[config.mk]
export PLATFORM = sky130hd
export DESIGN_NAME = eeau_top
export DESIGN_NICKNAME = d
export VERILOG_FILES = /design/src/rtl/eeau_unused_guard.sv /design/src/rtl/eeau_pkg.sv /design/src/rtl/eeau_top.sv /design/src/rtl/eeau_mem.sv
export SDC_FILE = /design/constraint.sdc
export NUM_CORES = 2
export LEC_CHECK = 0
export ABC_AREA = 1
export BUFFER_PORTS_ARGS = -buffer_cell sky130_fd_sc_hd__buf_2
export CORE_MARGIN = 2
export CORE_UTILIZATION = 44
export DETAILED_ROUTE_END_ITERATION = 10
export GPL_ROUTABILITY_DRIVEN = 1
export GPL_TIMING_DRIVEN = 0
export PLACE_DENSITY = 0.65
export SKIP_CTS_REPAIR_TIMING = 1
export SYNTH_ARGS = -nofsm -noshare
export SYNTH_HDL_FRONTEND = slang
export SYNTH_SLANG_ARGS = --single-unit
[constraint.sdc]
create_clock -name mclk_i -period 14.8 [get_ports mclk_i]
set_input_delay 2.22 -clock mclk_i [delete_from_list [all_inputs] [get_ports mclk_i]]
set_output_delay 2.22 -clock mclk_i [all_outputs]
set_load 0.05 [all_outputs]
[src/rtl/eeau_unused_guard.sv]
`timescale 1ns/1ps
`default_nettype none
`default_nettype wire

[src/rtl/eeau_pkg.sv]
package eeau_pkg;

  // Register indices; the byte address on the bus is four times the index.
  localparam logic [7:0] IDX_DATA = 8'h9a;
  localparam logic [7:0] IDX_ADDR = 8'h9b;
  localparam logic [7:0] IDX_CTRL = 8'h9c;
  localparam logic [7:0] IDX_UNLK = 8'h9d;
  localparam logic [7:0] IDX_STAT = 8'ha0;
  localparam logic [7:0] IDX_MASK = 8'ha1;
  localparam logic [7:0] IDX_CFG  = 8'ha2;

  // Control register field positions.
  localparam int CTRL_RD_BIT     = 0;
  localparam int CTRL_WR_BIT     = 1;
  localparam int CTRL_PERMIT_BIT = 2;
  localparam int CTRL_ABORT_BIT  = 3;

  // Interrupt status and mask field positions.
  localparam int IRQ_DONE_BIT  = 0;
  localparam int IRQ_ABORT_BIT = 1;

  // Configuration field position.
  localparam int CFG_PROTECT_BIT = 0;

  // Reset values.
  localparam logic [7:0] DATA_RST = 8'h00;
  localparam logic [7:0] ADDR_RST = 8'h00;

  // Unlock key sequence and the erased cell value.
  localparam logic [7:0] UNLOCK_KEY1 = 8'h55;
  localparam logic [7:0] UNLOCK_KEY2 = 8'haa;
  localparam logic [7:0] ERASED_BYTE = 8'hff;

  // Bus responses.
  localparam logic [1:0] RESP_OKAY   = 2'h0;
  localparam logic [1:0] RESP_SLVERR = 2'h2;

  // Timing: the self-timed write covers erase and program halves.
  localparam int CLK_PERIOD_NS = 100;
  localparam int WRITE_TIME_NS = 5000000;
  localparam int WRITE_CYCLES  = WRITE_TIME_NS / CLK_PERIOD_NS;

  typedef enum logic [2:0] {
    ST_IDLE  = 3'b001,
    ST_ERASE = 3'b010,
    ST_PROG  = 3'b100
  } eeau_st_t;

  // One access to the cell array.
  typedef struct packed {
    logic       we;
    logic       re;
    logic [7:0] addr;
    logic [7:0] wdata;
  } eeau_mreq_t;

endpackage

[src/rtl/eeau_top.sv]
`timescale 1ns/1ps
`default_nettype none

module eeau_top #(
  parameter int unsigned WRITE_CYCLES = eeau_pkg::WRITE_CYCLES
) (
  input  wire logic        mclk_i,
  input  wire logic        rst_i,
  input  wire logic        ext_reset_i,
  input  wire logic        wdt_reset_i,
  input  wire logic [11:0] awaddr_i,
  input  wire logic        awvalid_i,
  output logic             awready_o,
  input  wire logic [31:0] wdata_i,
  input  wire logic [3:0]  wstrb_i,
  input  wire logic        wvalid_i,
  output logic             wready_o,
  output logic [1:0]       bresp_o,
  output logic             bvalid_o,
  input  wire logic        bready_i,
  input  wire logic [11:0] araddr_i,
  input  wire logic        arvalid_i,
  output logic             arready_o,
  output logic [31:0]      rdata_o,
  output logic [1:0]       rresp_o,
  output logic             rvalid_o,
  input  wire logic        rready_i,
  input  wire logic        prog_req_i,
  input  wire logic        prog_we_i,
  input  wire logic [7:0]  prog_addr_i,
  input  wire logic [7:0]  prog_wdata_i,
  output logic             prog_ready_o,
  output logic             prog_valid_o,
  output logic [7:0]       prog_rdata_o,
  output logic             irq_o
);

  localparam logic [19:0] HALF = 20'(WRITE_CYCLES / 2);

  typedef struct packed {
    eeau_pkg::eeau_st_t st;
    logic [19:0]        tmr;
    logic [7:0]         data;
    logic [7:0]         addr;
    logic               rd;
    logic               wr;
    logic               permit;
    logic               abort;
    logic [1:0]         unlk;
    logic [1:0]         istat;
    logic [1:0]         imask;
    logic               protect;
    logic               bvalid;
    logic [1:0]         bresp;
    logic               rvalid;
    logic [1:0]         rresp;
    logic [31:0]        rdata;
    logic               prog_q;
    logic               prog_valid;
    logic [7:0]         prog_rdata;
  } eeau_state_t;

  eeau_state_t          s_ff;
  eeau_state_t          nxt_s;
  eeau_pkg::eeau_mreq_t req;
  logic [7:0]           mem_rdata;
  logic                 wr_take;
  logic                 abort_ev;
  logic [7:0]           widx;
  logic [7:0]           ridx;
  logic [7:0]           wd;

  eeau_mem eeau_mem_i (
    .mclk_i  (mclk_i),
    .req_i   (req),
    .rdata_o (mem_rdata)
  );

  assign widx     = awaddr_i[9:2];
  assign ridx     = araddr_i[9:2];
  assign wd       = wdata_i[7:0];
  assign wr_take  = awvalid_i & wvalid_i & ~s_ff.bvalid;
  assign abort_ev = ext_reset_i | wdt_reset_i;

  // Whole next-state computation: bus slave, triggers, timer, programmer.
  always_comb begin
    nxt_s        = s_ff;
    req          = '0;
    prog_ready_o = 1'b0;
    nxt_s.bvalid = s_ff.bvalid & ~bready_i;
    nxt_s.rvalid = s_ff.rvalid & ~rready_i;
    nxt_s.prog_q = 1'b0;
    nxt_s.prog_valid = 1'b0;
    // The read launched last cycle lands in the data register now.
    if (s_ff.rd) begin
      nxt_s.data = mem_rdata;
      nxt_s.rd   = 1'b0;
    end
    // Programmer read result, blanked while protection is on.
    if (s_ff.prog_q) begin
      nxt_s.prog_valid = 1'b1;
      nxt_s.prog_rdata = s_ff.protect ? 8'h00 : mem_rdata;
    end
    // Register read channel; the unlock address reads zero.
    if (arvalid_i && !s_ff.rvalid) begin
      nxt_s.rvalid = 1'b1;
      nxt_s.rresp  = eeau_pkg::RESP_OKAY;
      nxt_s.rdata  = 32'h0000_0000;
      if (araddr_i[11:10] != 2'h0) begin
        nxt_s.rresp = eeau_pkg::RESP_SLVERR;
      end else begin
        case (ridx)
          eeau_pkg::IDX_DATA: nxt_s.rdata[7:0] = s_ff.data;
          eeau_pkg::IDX_ADDR: nxt_s.rdata[7:0] = s_ff.addr;
          eeau_pkg::IDX_CTRL: begin
            nxt_s.rdata[eeau_pkg::CTRL_RD_BIT]     = s_ff.rd;
            nxt_s.rdata[eeau_pkg::CTRL_WR_BIT]     = s_ff.wr;
            nxt_s.rdata[eeau_pkg::CTRL_PERMIT_BIT] = s_ff.permit;
            nxt_s.rdata[eeau_pkg::CTRL_ABORT_BIT]  = s_ff.abort;
          end
          eeau_pkg::IDX_UNLK: nxt_s.rdata = 32'h0000_0000;
          eeau_pkg::IDX_STAT: nxt_s.rdata[1:0] = s_ff.istat;
          eeau_pkg::IDX_MASK: nxt_s.rdata[1:0] = s_ff.imask;
          eeau_pkg::IDX_CFG:
            nxt_s.rdata[eeau_pkg::CFG_PROTECT_BIT] = s_ff.protect;
          default: nxt_s.rresp = eeau_pkg::RESP_SLVERR;
        endcase
      end
    end
    // Register write channel; address and data are taken together.
    if (wr_take) begin
      nxt_s.bvalid = 1'b1;
      nxt_s.bresp  = eeau_pkg::RESP_OKAY;
      if (awaddr_i[11:10] != 2'h0) begin
        nxt_s.bresp = eeau_pkg::RESP_SLVERR;
      end else begin
        case (widx)
          eeau_pkg::IDX_DATA: begin
            if (wstrb_i[0] && !s_ff.wr) begin
              nxt_s.data = wd;
            end
          end
          eeau_pkg::IDX_ADDR: begin
            if (wstrb_i[0] && !s_ff.wr) begin
              nxt_s.addr = wd;
            end
          end
          eeau_pkg::IDX_CTRL: begin
            if (wstrb_i[0]) begin
              nxt_s.permit = wd[eeau_pkg::CTRL_PERMIT_BIT];
              nxt_s.abort  = wd[eeau_pkg::CTRL_ABORT_BIT];
              nxt_s.unlk   = 2'h0;
              // Zeros in the trigger bits change nothing.
              if (wd[eeau_pkg::CTRL_RD_BIT] && !s_ff.wr) begin
                nxt_s.rd = 1'b1;
                req.re   = 1'b1;
                req.addr = s_ff.addr;
              end else if (wd[eeau_pkg::CTRL_WR_BIT] && !s_ff.wr &&
                           wd[eeau_pkg::CTRL_PERMIT_BIT] &&
                           s_ff.unlk == 2'h2) begin
                // Protection gates the programmer port, never this path.
                nxt_s.wr  = 1'b1;
                nxt_s.st  = eeau_pkg::ST_ERASE;
                nxt_s.tmr = HALF - 20'h1;
                req.we    = 1'b1;
                req.addr  = s_ff.addr;
                req.wdata = eeau_pkg::ERASED_BYTE;
              end
            end
          end
          // The key pair arms one write and is kept nowhere else.
          eeau_pkg::IDX_UNLK: begin
            if (wstrb_i[0] && wd == eeau_pkg::UNLOCK_KEY1) begin
              nxt_s.unlk = 2'h1;
            end else if (wstrb_i[0] && wd == eeau_pkg::UNLOCK_KEY2 &&
                         s_ff.unlk == 2'h1) begin
              nxt_s.unlk = 2'h2;
            end else begin
              nxt_s.unlk = 2'h0;
            end
          end
          eeau_pkg::IDX_STAT: begin
            if (wstrb_i[0]) begin
              nxt_s.istat = s_ff.istat & ~wd[1:0];
            end
          end
          eeau_pkg::IDX_MASK: begin
            if (wstrb_i[0]) begin
              nxt_s.imask = wd[1:0];
            end
          end
          eeau_pkg::IDX_CFG: begin
            if (wstrb_i[0]) begin
              nxt_s.protect = wd[eeau_pkg::CFG_PROTECT_BIT];
            end
          end
          default: nxt_s.bresp = eeau_pkg::RESP_SLVERR;
        endcase
      end
    end
    // Self-timed write: erase half, then program half.
    case (s_ff.st)
      eeau_pkg::ST_IDLE: begin
      end
      eeau_pkg::ST_ERASE: begin
        if (s_ff.tmr == 20'h0) begin
          nxt_s.st  = eeau_pkg::ST_PROG;
          nxt_s.tmr = HALF - 20'h1;
          req.we    = 1'b1;
          req.addr  = s_ff.addr;
          req.wdata = s_ff.data;
        end else begin
          nxt_s.tmr = s_ff.tmr - 20'h1;
        end
      end
      eeau_pkg::ST_PROG: begin
        if (s_ff.tmr == 20'h0) begin
          nxt_s.st = eeau_pkg::ST_IDLE;
          nxt_s.wr = 1'b0;
          nxt_s.istat[eeau_pkg::IRQ_DONE_BIT] = 1'b1;
        end else begin
          nxt_s.tmr = s_ff.tmr - 20'h1;
        end
      end
      default: nxt_s.st = eeau_pkg::ST_IDLE;
    endcase
    // Programmer port, only while the array is otherwise idle.
    if (s_ff.st == eeau_pkg::ST_IDLE && !req.we && !req.re) begin
      prog_ready_o = 1'b1;
      if (prog_req_i) begin
        req.addr = prog_addr_i;
        if (prog_we_i) begin
          req.we    = ~s_ff.protect;
          req.wdata = prog_wdata_i;
        end else begin
          req.re       = ~s_ff.protect;
          nxt_s.prog_q = 1'b1;
        end
      end
    end
    // Pin or watchdog reset: a write in flight is aborted and flagged.
    if (abort_ev) begin
      if (s_ff.wr) begin
        nxt_s.abort = 1'b1;
        nxt_s.istat[eeau_pkg::IRQ_ABORT_BIT] = 1'b1;
        nxt_s.data  = eeau_pkg::DATA_RST;
        nxt_s.addr  = eeau_pkg::ADDR_RST;
        if (s_ff.st != eeau_pkg::ST_IDLE) begin
          req.we = 1'b0;
        end
      end
      nxt_s.wr     = 1'b0;
      nxt_s.rd     = 1'b0;
      nxt_s.permit = 1'b0;
      nxt_s.unlk   = 2'h0;
      nxt_s.st     = eeau_pkg::ST_IDLE;
    end
  end

  // Power-on reset clears every register except the state, which loads ST_IDLE; the protect setting is off.
  always_ff @(posedge mclk_i) begin
    if (rst_i) begin
      s_ff      <= '0;
      s_ff.st   <= eeau_pkg::ST_IDLE;
      s_ff.data <= eeau_pkg::DATA_RST;
      s_ff.addr <= eeau_pkg::ADDR_RST;
    end else begin
      s_ff <= nxt_s;
    end
  end

  assign awready_o    = wr_take;
  assign wready_o     = wr_take;
  assign bvalid_o     = s_ff.bvalid;
  assign bresp_o      = s_ff.bresp;
  assign arready_o    = ~s_ff.rvalid;
  assign rvalid_o     = s_ff.rvalid;
  assign rresp_o      = s_ff.rresp;
  assign rdata_o      = s_ff.rdata;
  assign prog_valid_o = s_ff.prog_valid;
  assign prog_rdata_o = s_ff.prog_rdata;
  assign irq_o        = |(s_ff.istat & s_ff.imask);

  // Helper count of cycles the write trigger has been high.
  logic [19:0] wr_cnt_ff;
  always_ff @(posedge mclk_i) begin
    if (rst_i || !s_ff.wr) begin
      wr_cnt_ff <= 20'h0;
    end else begin
      wr_cnt_ff <= wr_cnt_ff + 20'h1;
    end
  end

  // Checks on the block's own behaviour.
  a_read_lands:
    assert property (@(posedge mclk_i) disable iff (rst_i)
      $rose(s_ff.rd) && !abort_ev |=> !s_ff.rd &&
      s_ff.data == $past(mem_rdata))
    else $error("Read trigger did not load data in one cycle.");
  a_write_permit:
    assert property (@(posedge mclk_i) disable iff (rst_i)
      $rose(s_ff.wr) |-> s_ff.permit && $past(s_ff.unlk) == 2'h2)
    else $error("Write started without permit or unlock.");
  a_write_length:
    assert property (@(posedge mclk_i) disable iff (rst_i)
      $fell(s_ff.wr) && !$past(abort_ev) |->
      wr_cnt_ff == 2 * HALF && $past(wr_cnt_ff) == 2 * HALF - 20'h1)
    else $error("Write length differs from the timer setting.");
  a_erase_first:
    assert property (@(posedge mclk_i) disable iff (rst_i)
      req.we && s_ff.st == eeau_pkg::ST_IDLE && !s_ff.wr &&
      !prog_req_i |-> req.wdata == eeau_pkg::ERASED_BYTE)
    else $error("Write did not begin with an erase.");
  a_done_flag:
    assert property (@(posedge mclk_i) disable iff (rst_i)
      s_ff.st == eeau_pkg::ST_PROG && s_ff.tmr == 20'h0 && !abort_ev
      |=> s_ff.istat[eeau_pkg::IRQ_DONE_BIT] && !s_ff.wr)
    else $error("Done flag not set at write end.");
  a_wr_held:
    assert property (@(posedge mclk_i) disable iff (rst_i)
      s_ff.wr && !abort_ev && !(s_ff.st == eeau_pkg::ST_PROG &&
      s_ff.tmr == 20'h0) |=> s_ff.wr)
    else $error("Write trigger cleared early.");
  a_abort_clears:
    assert property (@(posedge mclk_i) disable iff (rst_i)
      abort_ev && s_ff.wr |=> s_ff.abort && s_ff.addr == 8'h00 &&
      s_ff.data == 8'h00 && s_ff.st == eeau_pkg::ST_IDLE)
    else $error("Aborted write not flagged and cleared.");
  a_prog_blank:
    assert property (@(posedge mclk_i) disable iff (rst_i)
      prog_req_i && prog_ready_o && s_ff.protect && !prog_we_i |->
      !req.re ##1 1'b1 ##1 prog_valid_o && prog_rdata_o == 8'h00)
    else $error("Protected programmer read not blanked.");
  a_unlock_zero:
    assert property (@(posedge mclk_i) disable iff (rst_i)
      arvalid_i && arready_o && araddr_i == {2'h0, eeau_pkg::IDX_UNLK,
      2'h0} |=> rvalid_o && rdata_o == 32'h0000_0000)
    else $error("Unlock register read not zero.");

  c_write_done:
    cover property (@(posedge mclk_i) disable iff (rst_i)
      $fell(s_ff.wr) && s_ff.istat[eeau_pkg::IRQ_DONE_BIT]);
  c_read:
    cover property (@(posedge mclk_i) disable iff (rst_i) $fell(s_ff.rd));
  c_abort:
    cover property (@(posedge mclk_i) disable iff (rst_i)
      abort_ev && s_ff.wr);
  c_prog_read:
    cover property (@(posedge mclk_i) disable iff (rst_i) prog_valid_o);

endmodule

`default_nettype wire

[src/rtl/eeau_mem.sv]
`timescale 1ns/1ps
`default_nettype none

module eeau_mem (
  input  wire logic                mclk_i,
  input  wire eeau_pkg::eeau_mreq_t req_i,
  output logic [7:0]               rdata_o
);

  typedef struct packed {
    logic [7:0] rdata;
  } eeau_mem_st_t;

  logic [7:0]   cells [0:255];
  eeau_mem_st_t s_ff;
  eeau_mem_st_t nxt_s;

  // Read data update only on a read request and come from a register.
  always_comb begin
    nxt_s = s_ff;
    if (req_i.re) begin
      nxt_s.rdata = cells[req_i.addr];
    end
  end

  always_ff @(posedge mclk_i) begin
    s_ff <= nxt_s;
  end

  // The cell array keeps its contents across resets, as storage should.
  always_ff @(posedge mclk_i) begin
    if (req_i.we) begin
      cells[req_i.addr] <= req_i.wdata;
    end
  end

  assign rdata_o = s_ff.rdata;

endmodule

`default_nettype wire

======== Word level (Yosys, flattened, before mapping) ========
Memory sizes are Yosys's and may differ from the RTL's. A register that Yosys moved wholly into a read port is not among the register bits.
Cells that the tools add are included.
operators by class
  add/sub/neg operators ................... 1
  $mul .................................... 0
  divide/modulo/power cells ............... 0
  order comparisons ....................... 0
  equal/unequal tests ..................... 23
  shift operators ......................... 0
  muxes and demuxes ....................... 76
  bitwise operators ....................... 19
  reduce and logical (&&, ||, !) cells .... 29
operators by type and width
  operator                                                               number
  8-bit equality test, second input constant                             15
  23-bit two-way mux                                                     5
  18-bit two-way mux                                                     6
  8-bit two-way mux                                                      10
  16-bit two-way mux                                                     4
  53-bit two-way mux                                                     1
  50-bit two-way mux                                                     1
  20-bit two-way mux                                                     2
  20-bit case mux with 2 select lines                                    1
  35-bit two-way mux                                                     1
  1-bit two-way mux                                                      24
  20-bit logical NOT                                                     1
  2-bit two-way mux                                                      10
  20-bit by 1-bit subtractor with 20-bit output, second input constant   1
  4-bit AND reduction                                                    4
  7-bit OR reduction                                                     2
  1-bit logical AND                                                      11
  1-bit NOT                                                              11
  9-bit two-way mux                                                      1
  3-bit case mux with 3 select lines                                     1
  8-bit by 7-bit equality test with 1-bit output, second input constant  1
  4-bit case mux with 2 select lines                                     1
  3-bit two-way mux                                                      2
  6-bit two-way mux                                                      1
  other kinds (21)                                                       31
word-level totals
  register bits after elaboration ......... 98
  latch bits .............................. 0
  RAM bits ................................ 2048
  memory bits (read-only) ................. 0
  input port bits ......................... 87
  output and inout bits ................... 52
  logic and storage cells ................. 169
  memories ................................ 1
memories
  memory            depth  width  read ports  clocked after Yosys merged registers in  write ports  RTL line        text
  eeau_mem_i.cells  256    8      1           1                                        1            eeau_mem.sv:14  logic [7:0] cells [0:255];

======== Logic depth before layout (Yosys ltp) ========
  depth in word-level cells ............... 21
  gate-level depth with buffers ........... 24
  gate-level depth less buffers ........... 21

======== Modules after synthesis ========
A second synthesis with hierarchy kept.
unflattened totals
  cell total of the unflattened synthesis .. 8728
  area total of the unflattened synthesis .. 89694.8 sq um
by module, submodules not included
  module    times used  cells an instance  area each (sq um)  seq. area each (sq um)
  eeau_mem  1           8021               84936.5            61739.2
  eeau_top  1           707                4758.3             1441.4

======== Least setup slack after synthesis ========
Ideal clock, no wire load.
  kind .................................... input-to-reg
  start ................................... input awvalid_i
  end ..................................... memory eeau_mem_i.cells[0][0] (data pin)
  library setup time ...................... 823 ps
  arrival time ............................ 6380 ps
  required time ........................... 13977 ps
  path slack .............................. 7597 ps
  stages on the path ...................... 8
  buffers on the path ..................... 0
  cell sequence ........................... nand2_1 nor2_4 nand3_4 nor2_8 nand2_4 nand2_1 o21ai_0 nand2_1
RTL lines
  what                RTL line        text
  start: declaration  eeau_top.sv:12  input wire logic awvalid_i,
  end: declaration    eeau_mem.sv:14

======== Worst setup path after layout ========
  start ................................... input awvalid_i
  end ..................................... memory eeau_mem_i.cells[118][1] (enable)
between the ends
  cells in the longest elaborated chain, start to end .. 14
  elaborated cells between the ends (all ways) .. 19
  classes of those cells .................. 13 x mux; 2 x bitwise; 4 x reduce/logical
RTL lines
  what                                     RTL line         text
  1-bit AND * (2 in series)                eeau_top.sv:82   assign wr_take = awvalid_i & wvalid_i & ~s_ff.bvalid;
  18-bit two-way mux *                     eeau_top.sv:131  if (wr_take) begin
  1-bit two-way mux                        eeau_top.sv:206  if (s_ff.tmr == 20'h0) begin
  1-bit two-way mux                        eeau_top.sv:202  case (s_ff.st)
  1-bit logical NOT                        eeau_top.sv:228  if (s_ff.st == eeau_pkg::ST_IDLE && !req.we && !req.re) begin
  1-bit logical AND (2 in series)          eeau_top.sv:228
  18-bit two-way mux *                     eeau_top.sv:228
  1-bit two-way mux                        eeau_top.sv:248  if (s_ff.st != eeau_pkg::ST_IDLE) begin
  1-bit two-way mux                        eeau_top.sv:243  if (s_ff.wr) begin
  1-bit two-way mux                        eeau_top.sv:242  if (abort_ev) begin
  1-bit two-way mux                        eeau_mem.sv:32   if (req_i.we) begin
  1-bit two-way mux (implied by the code)  eeau_mem.sv:33   cells[req_i.addr] <= req_i.wdata;
Every way passes the cells marked *; elsewhere a longest branch is shown, timed or not.

==> impl_metrics.json <==
{
  "num_vias": 66357,
  "die_x_um": 460,
  "vias_per_cell": 5.36,
  "portBuffers": 80,
  "status": "completed",
  "cp.required_ns": 15.28,
  "placed_area_sq_mm": 0.0964,
  "syn_to_final_growth_pct": 12.9,
  "grt_setup_unrepaired": "false",
  "skew_ns": 0.0294,
  "die-area_sq_mm": 0.212,
  "tns_ns": 0,
  "fin_crit_ns": 7.19,
  "drv_slew": 0,
  "critPathMaxStageDelay_ns": 1.00,
  "h-tree-depth": 4,
  "max_freq_ghz": 0.139,
  "crit_arrival_ns": 7.67,
  "worstHoldEndpoint": "rdata_o[1]$_SDFFE_PP0P_",
  "worst_setup_path_end_kind": "flop",
  "fin_crit_sh": 0.486,
  "clock_path_buffers": 3,
  "setup_viol": 0,
  "cts.sinks": 2128,
  "grt-ovfl-total": 0,
  "die_y_um": 460,
  "grt_max_degree": 71,
  "reg2reg_to": "eeau_mem_i.cells[194][4]$_DFFE_PP_",
  "routed_wl_um": 282000,
  "drc": 0,
  "hold_violations": 0,
  "cts_tree": "done",
  "fin_nets": 9585,
  "ys.flop_type": "edfxtp_1",
  "path_cells": "buf_2 > nand2_1 > nor2_4 > nand3_4 > nor2_2 > nand3_2 > nand3_2 > inv_2 > o22ai_2 > inv_1 > nor2_2 > buf_2 > buf_4 > nand3_1 > buf_2 > nor2_1",
  "antenna_found_initial": 13,
  "synth_edf_count": 2056,
  "dp_hpwl_um": 195000,
  "routabilityCongestion": 0.958,
  "cts_buffers": 208,
  "yosysWarnings": 0,
  "worst_slew_margin_rel": 0.0895,
  "wire_per_inst_um": 22.8,
  "hold_class": "reg2reg",
  "clkTransAtPathRegs_ns": 0.06,
  "whs_path_depth": 2,
  "coreArea_sq_mm": 0.207,
  "layout-drive-gt1-share": 0.0834,
  "drtIter0Drc": 7434,
  "crit_type": "in2reg",
  "drv_cap": 0,
  "rr_worst_depth": 12,
  "yosys-top-cells-area": "edfxtp_1 (67%), nand2_1 (21%), nand3_1 (2.3%)",
  "ant_nets": 0,
  "final_cell_area_sq_mm": 0.103,
  "core.rowCount": 167,
  "p_leak_nw": 43.7,
  "syn_area_sq_mm": 0.0915,
  "first_pass_iters": 6,
  "grt_pass1_wl_um": 407000,
  "yosysTopAreaCellShare": 0.675,
  "grt_pass1_vias": 63108,
  "initial_utilization": 0.442,
  "groute.usage.overall": 0.263,
  "worst-r2r-setup-slack_ns": 8.42,
  "cp-start-kind": "input port",
  "power_density_mw_per_mm2": 124,
  "r2r_start": "s_ff[95]$_SDFF_PP1_",
  "vdd_ir_drop_max_uv": 90.2,
  "netlist_instances": 9146,
  "clk_latency_ns": 0.88,
  "clockRootBuffer": "clkbuf_16",
  "syn_avg_cell_area_sq_um": 10.0,
  "ys_seq_elements": 2128,
  "io_pins": 139,
  "synth_cell_type_count": 49,
  "synthArstFlopShare": 0,
  "yosys.area.top_type": "edfxtp_1",
  "ys_seq_area_frac": 0.690,
  "worst_slew_pin_slew_ns": 1.36,
  "path_common_cell": "buf_2",
  "cp_max_fo": 10,
  "hold_path.startpoint": "rdata_o[1]$_SDFFE_PP0P_",
  "cp_slowest_cell": "nand3_1"
}
==> critical path, delay by kind of cell <==
kind | cells | cell delay [ns]
buffers and inverters | 6 | 2.03
and+or+nand+nor | 9 | 2.86
AOI/OAI and AO/OA | 1 | 0.49
==> registers in the layout, indices dropped and copies added, names as in the netlist <==
name and flops:
bresp_o 1, bvalid_o 1, eeau_mem_i.cells 2048, eeau_mem_i.rdata_o 8
prog_rdata_o 8, prog_valid_o 1, rdata_o 8, rresp_o 1
rvalid_o 1, s_ff 51
==> per-layer routing <==
| layer | wire [um] | part of all wire | track usage | vias up |
|---|---|---|---|---|
| met3 | 28700 | 0.10 | 0.0531 | 597 |
| met2 | 130000 | 0.46 | 0.421 | 3263 |
| met4 | 13700 | 0.049 | 0.118 | 16 |
| met1 | 110000 | 0.39 | 0.347 | 31766 |
| met5 | 123 | 0.00044 | 0 | - |
| li1 | - | - | - | 30715 |
==> through the flow <==
stage	power, mW	utilization	setup WS (ns)	std cells	hold WS, ns
finish	12.8	0.500	7.61	12381	0.472
global route	13.2	0.500	7.61	12378	0.492
CTS	12.9	0.499	7.82	12377	0.468
detailed placement	7.55	0.466	6.93	11990	0.458
global placement	7.58	0.461	1.11	11955	0.456
floorplan	7.20	-	7.60	9171	0.446
==> final cells by class <==
class / count / area (sq um)
Fill cell: 18259 / 104000
Sequential cell: 2128 / 63200
Multi-Input combinational cell: 6399 / 25400
Clock buffer: 248 / 5490
Tap cell: 2704 / 3380
Buffer: 543 / 2720
Clock inverter: 139 / 1440
Timing Repair Buffer: 115 / 1330
Inverter: 101 / 379
Antenna cell: 4 / 10.0
==> worst max-delay path by stage <==
stage	from	endpoint	slack, ns	depth (start not counted)
2_1_floorplan	awvalid_i	eeau_mem_i.cells[0][0]$_DFFE_PP_	7.60	8
3_3_place_gp	awaddr_i[2]	eeau_mem_i.cells[223][2]$_DFFE_PP_	1.11	12
3_5_place_dp	awvalid_i	eeau_mem_i.cells[166][1]$_DFFE_PP_	6.93	16
4_1_cts	awaddr_i[8]	eeau_mem_i.cells[166][7]$_DFFE_PP_	7.82	15
5_1_grt	awvalid_i	eeau_mem_i.cells[118][1]$_DFFE_PP_	7.61	16
6_report	awvalid_i	eeau_mem_i.cells[118][1]$_DFFE_PP_	7.61	16
==> synthesized netlist by cell type, types with 5 or more instances <==
| master | count |
|---|---|
| nand2_1 | 5178 |
| edfxtp_1 | 2056 |
| nand3_1 | 422 |
| nor2_1 | 409 |
| buf_2 | 216 |
| clkbuf_1 | 196 |
| o21ai_1 | 114 |
| buf_4 | 98 |
| inv_1 | 91 |
| dfxtp_1 | 72 |
| a21oi_1 | 67 |
| o21ai_0 | 52 |
| buf_1 | 29 |
| nand4_1 | 21 |
| nor3_1 | 16 |
| nor2_2 | 11 |
| nand3_2 | 10 |
| o22ai_1 | 9 |
| inv_2 | 8 |
| a31oi_1 | 6 |
| nor4_1 | 6 |
| a211oi_1 | 5 |
| o31ai_1 | 5 |
==> cells in the final DEF, fill, tap and decap left out, drive strengths merged, types with 2 or more instances in the layout <==
master    Yosys  final
or3           2      2
o22ai        13     13
dfxtp        72     72
xnor2         2      2
nand4        22     22
edfxtp     2056   2056
nor4          6      6
o221a         3      3
diode         0      4
buf         347    462
a211oi        5      5
clkbuf      196    444
a21oi        68     68
o21ai       167    167
ha            2      2
o211ai        4      4
nand2      5182   5182
a31oi         6      6
or2           2      2
conb          1     26
bufinv        0     26
a221oi        2      2
nor2        423    423
xor2          4      4
inv          99    104
o31ai         5      5
nand3       433    433
clkinvlp      0     11
nor3         17     17
clkinv        2     99
==> power breakdown <==
group	total, mW	internal [mW]	leakage [nW]	switching (mW)
Clock	5.40	3.10	3.37	2.31
Combinational	0.857	0.192	19.6	0.665
Sequential	6.58	6.58	20.8	0.00282
Total	12.8	9.87	43.7	2.97
==> cell families after synthesis <==
family	Yosys count	share of synthesized area
other	1	0.0000410
DFF	2128	0.690
xor gates and xnor gates	6	0.000574
adders and majority gates	2	0.000273
and+or+nand+nor	6088	0.258
AOI/OAI and AO/OA	277	0.0166
buffers and inverters	644	0.0337
Note: power is estimated with default switching activity, not from simulation.
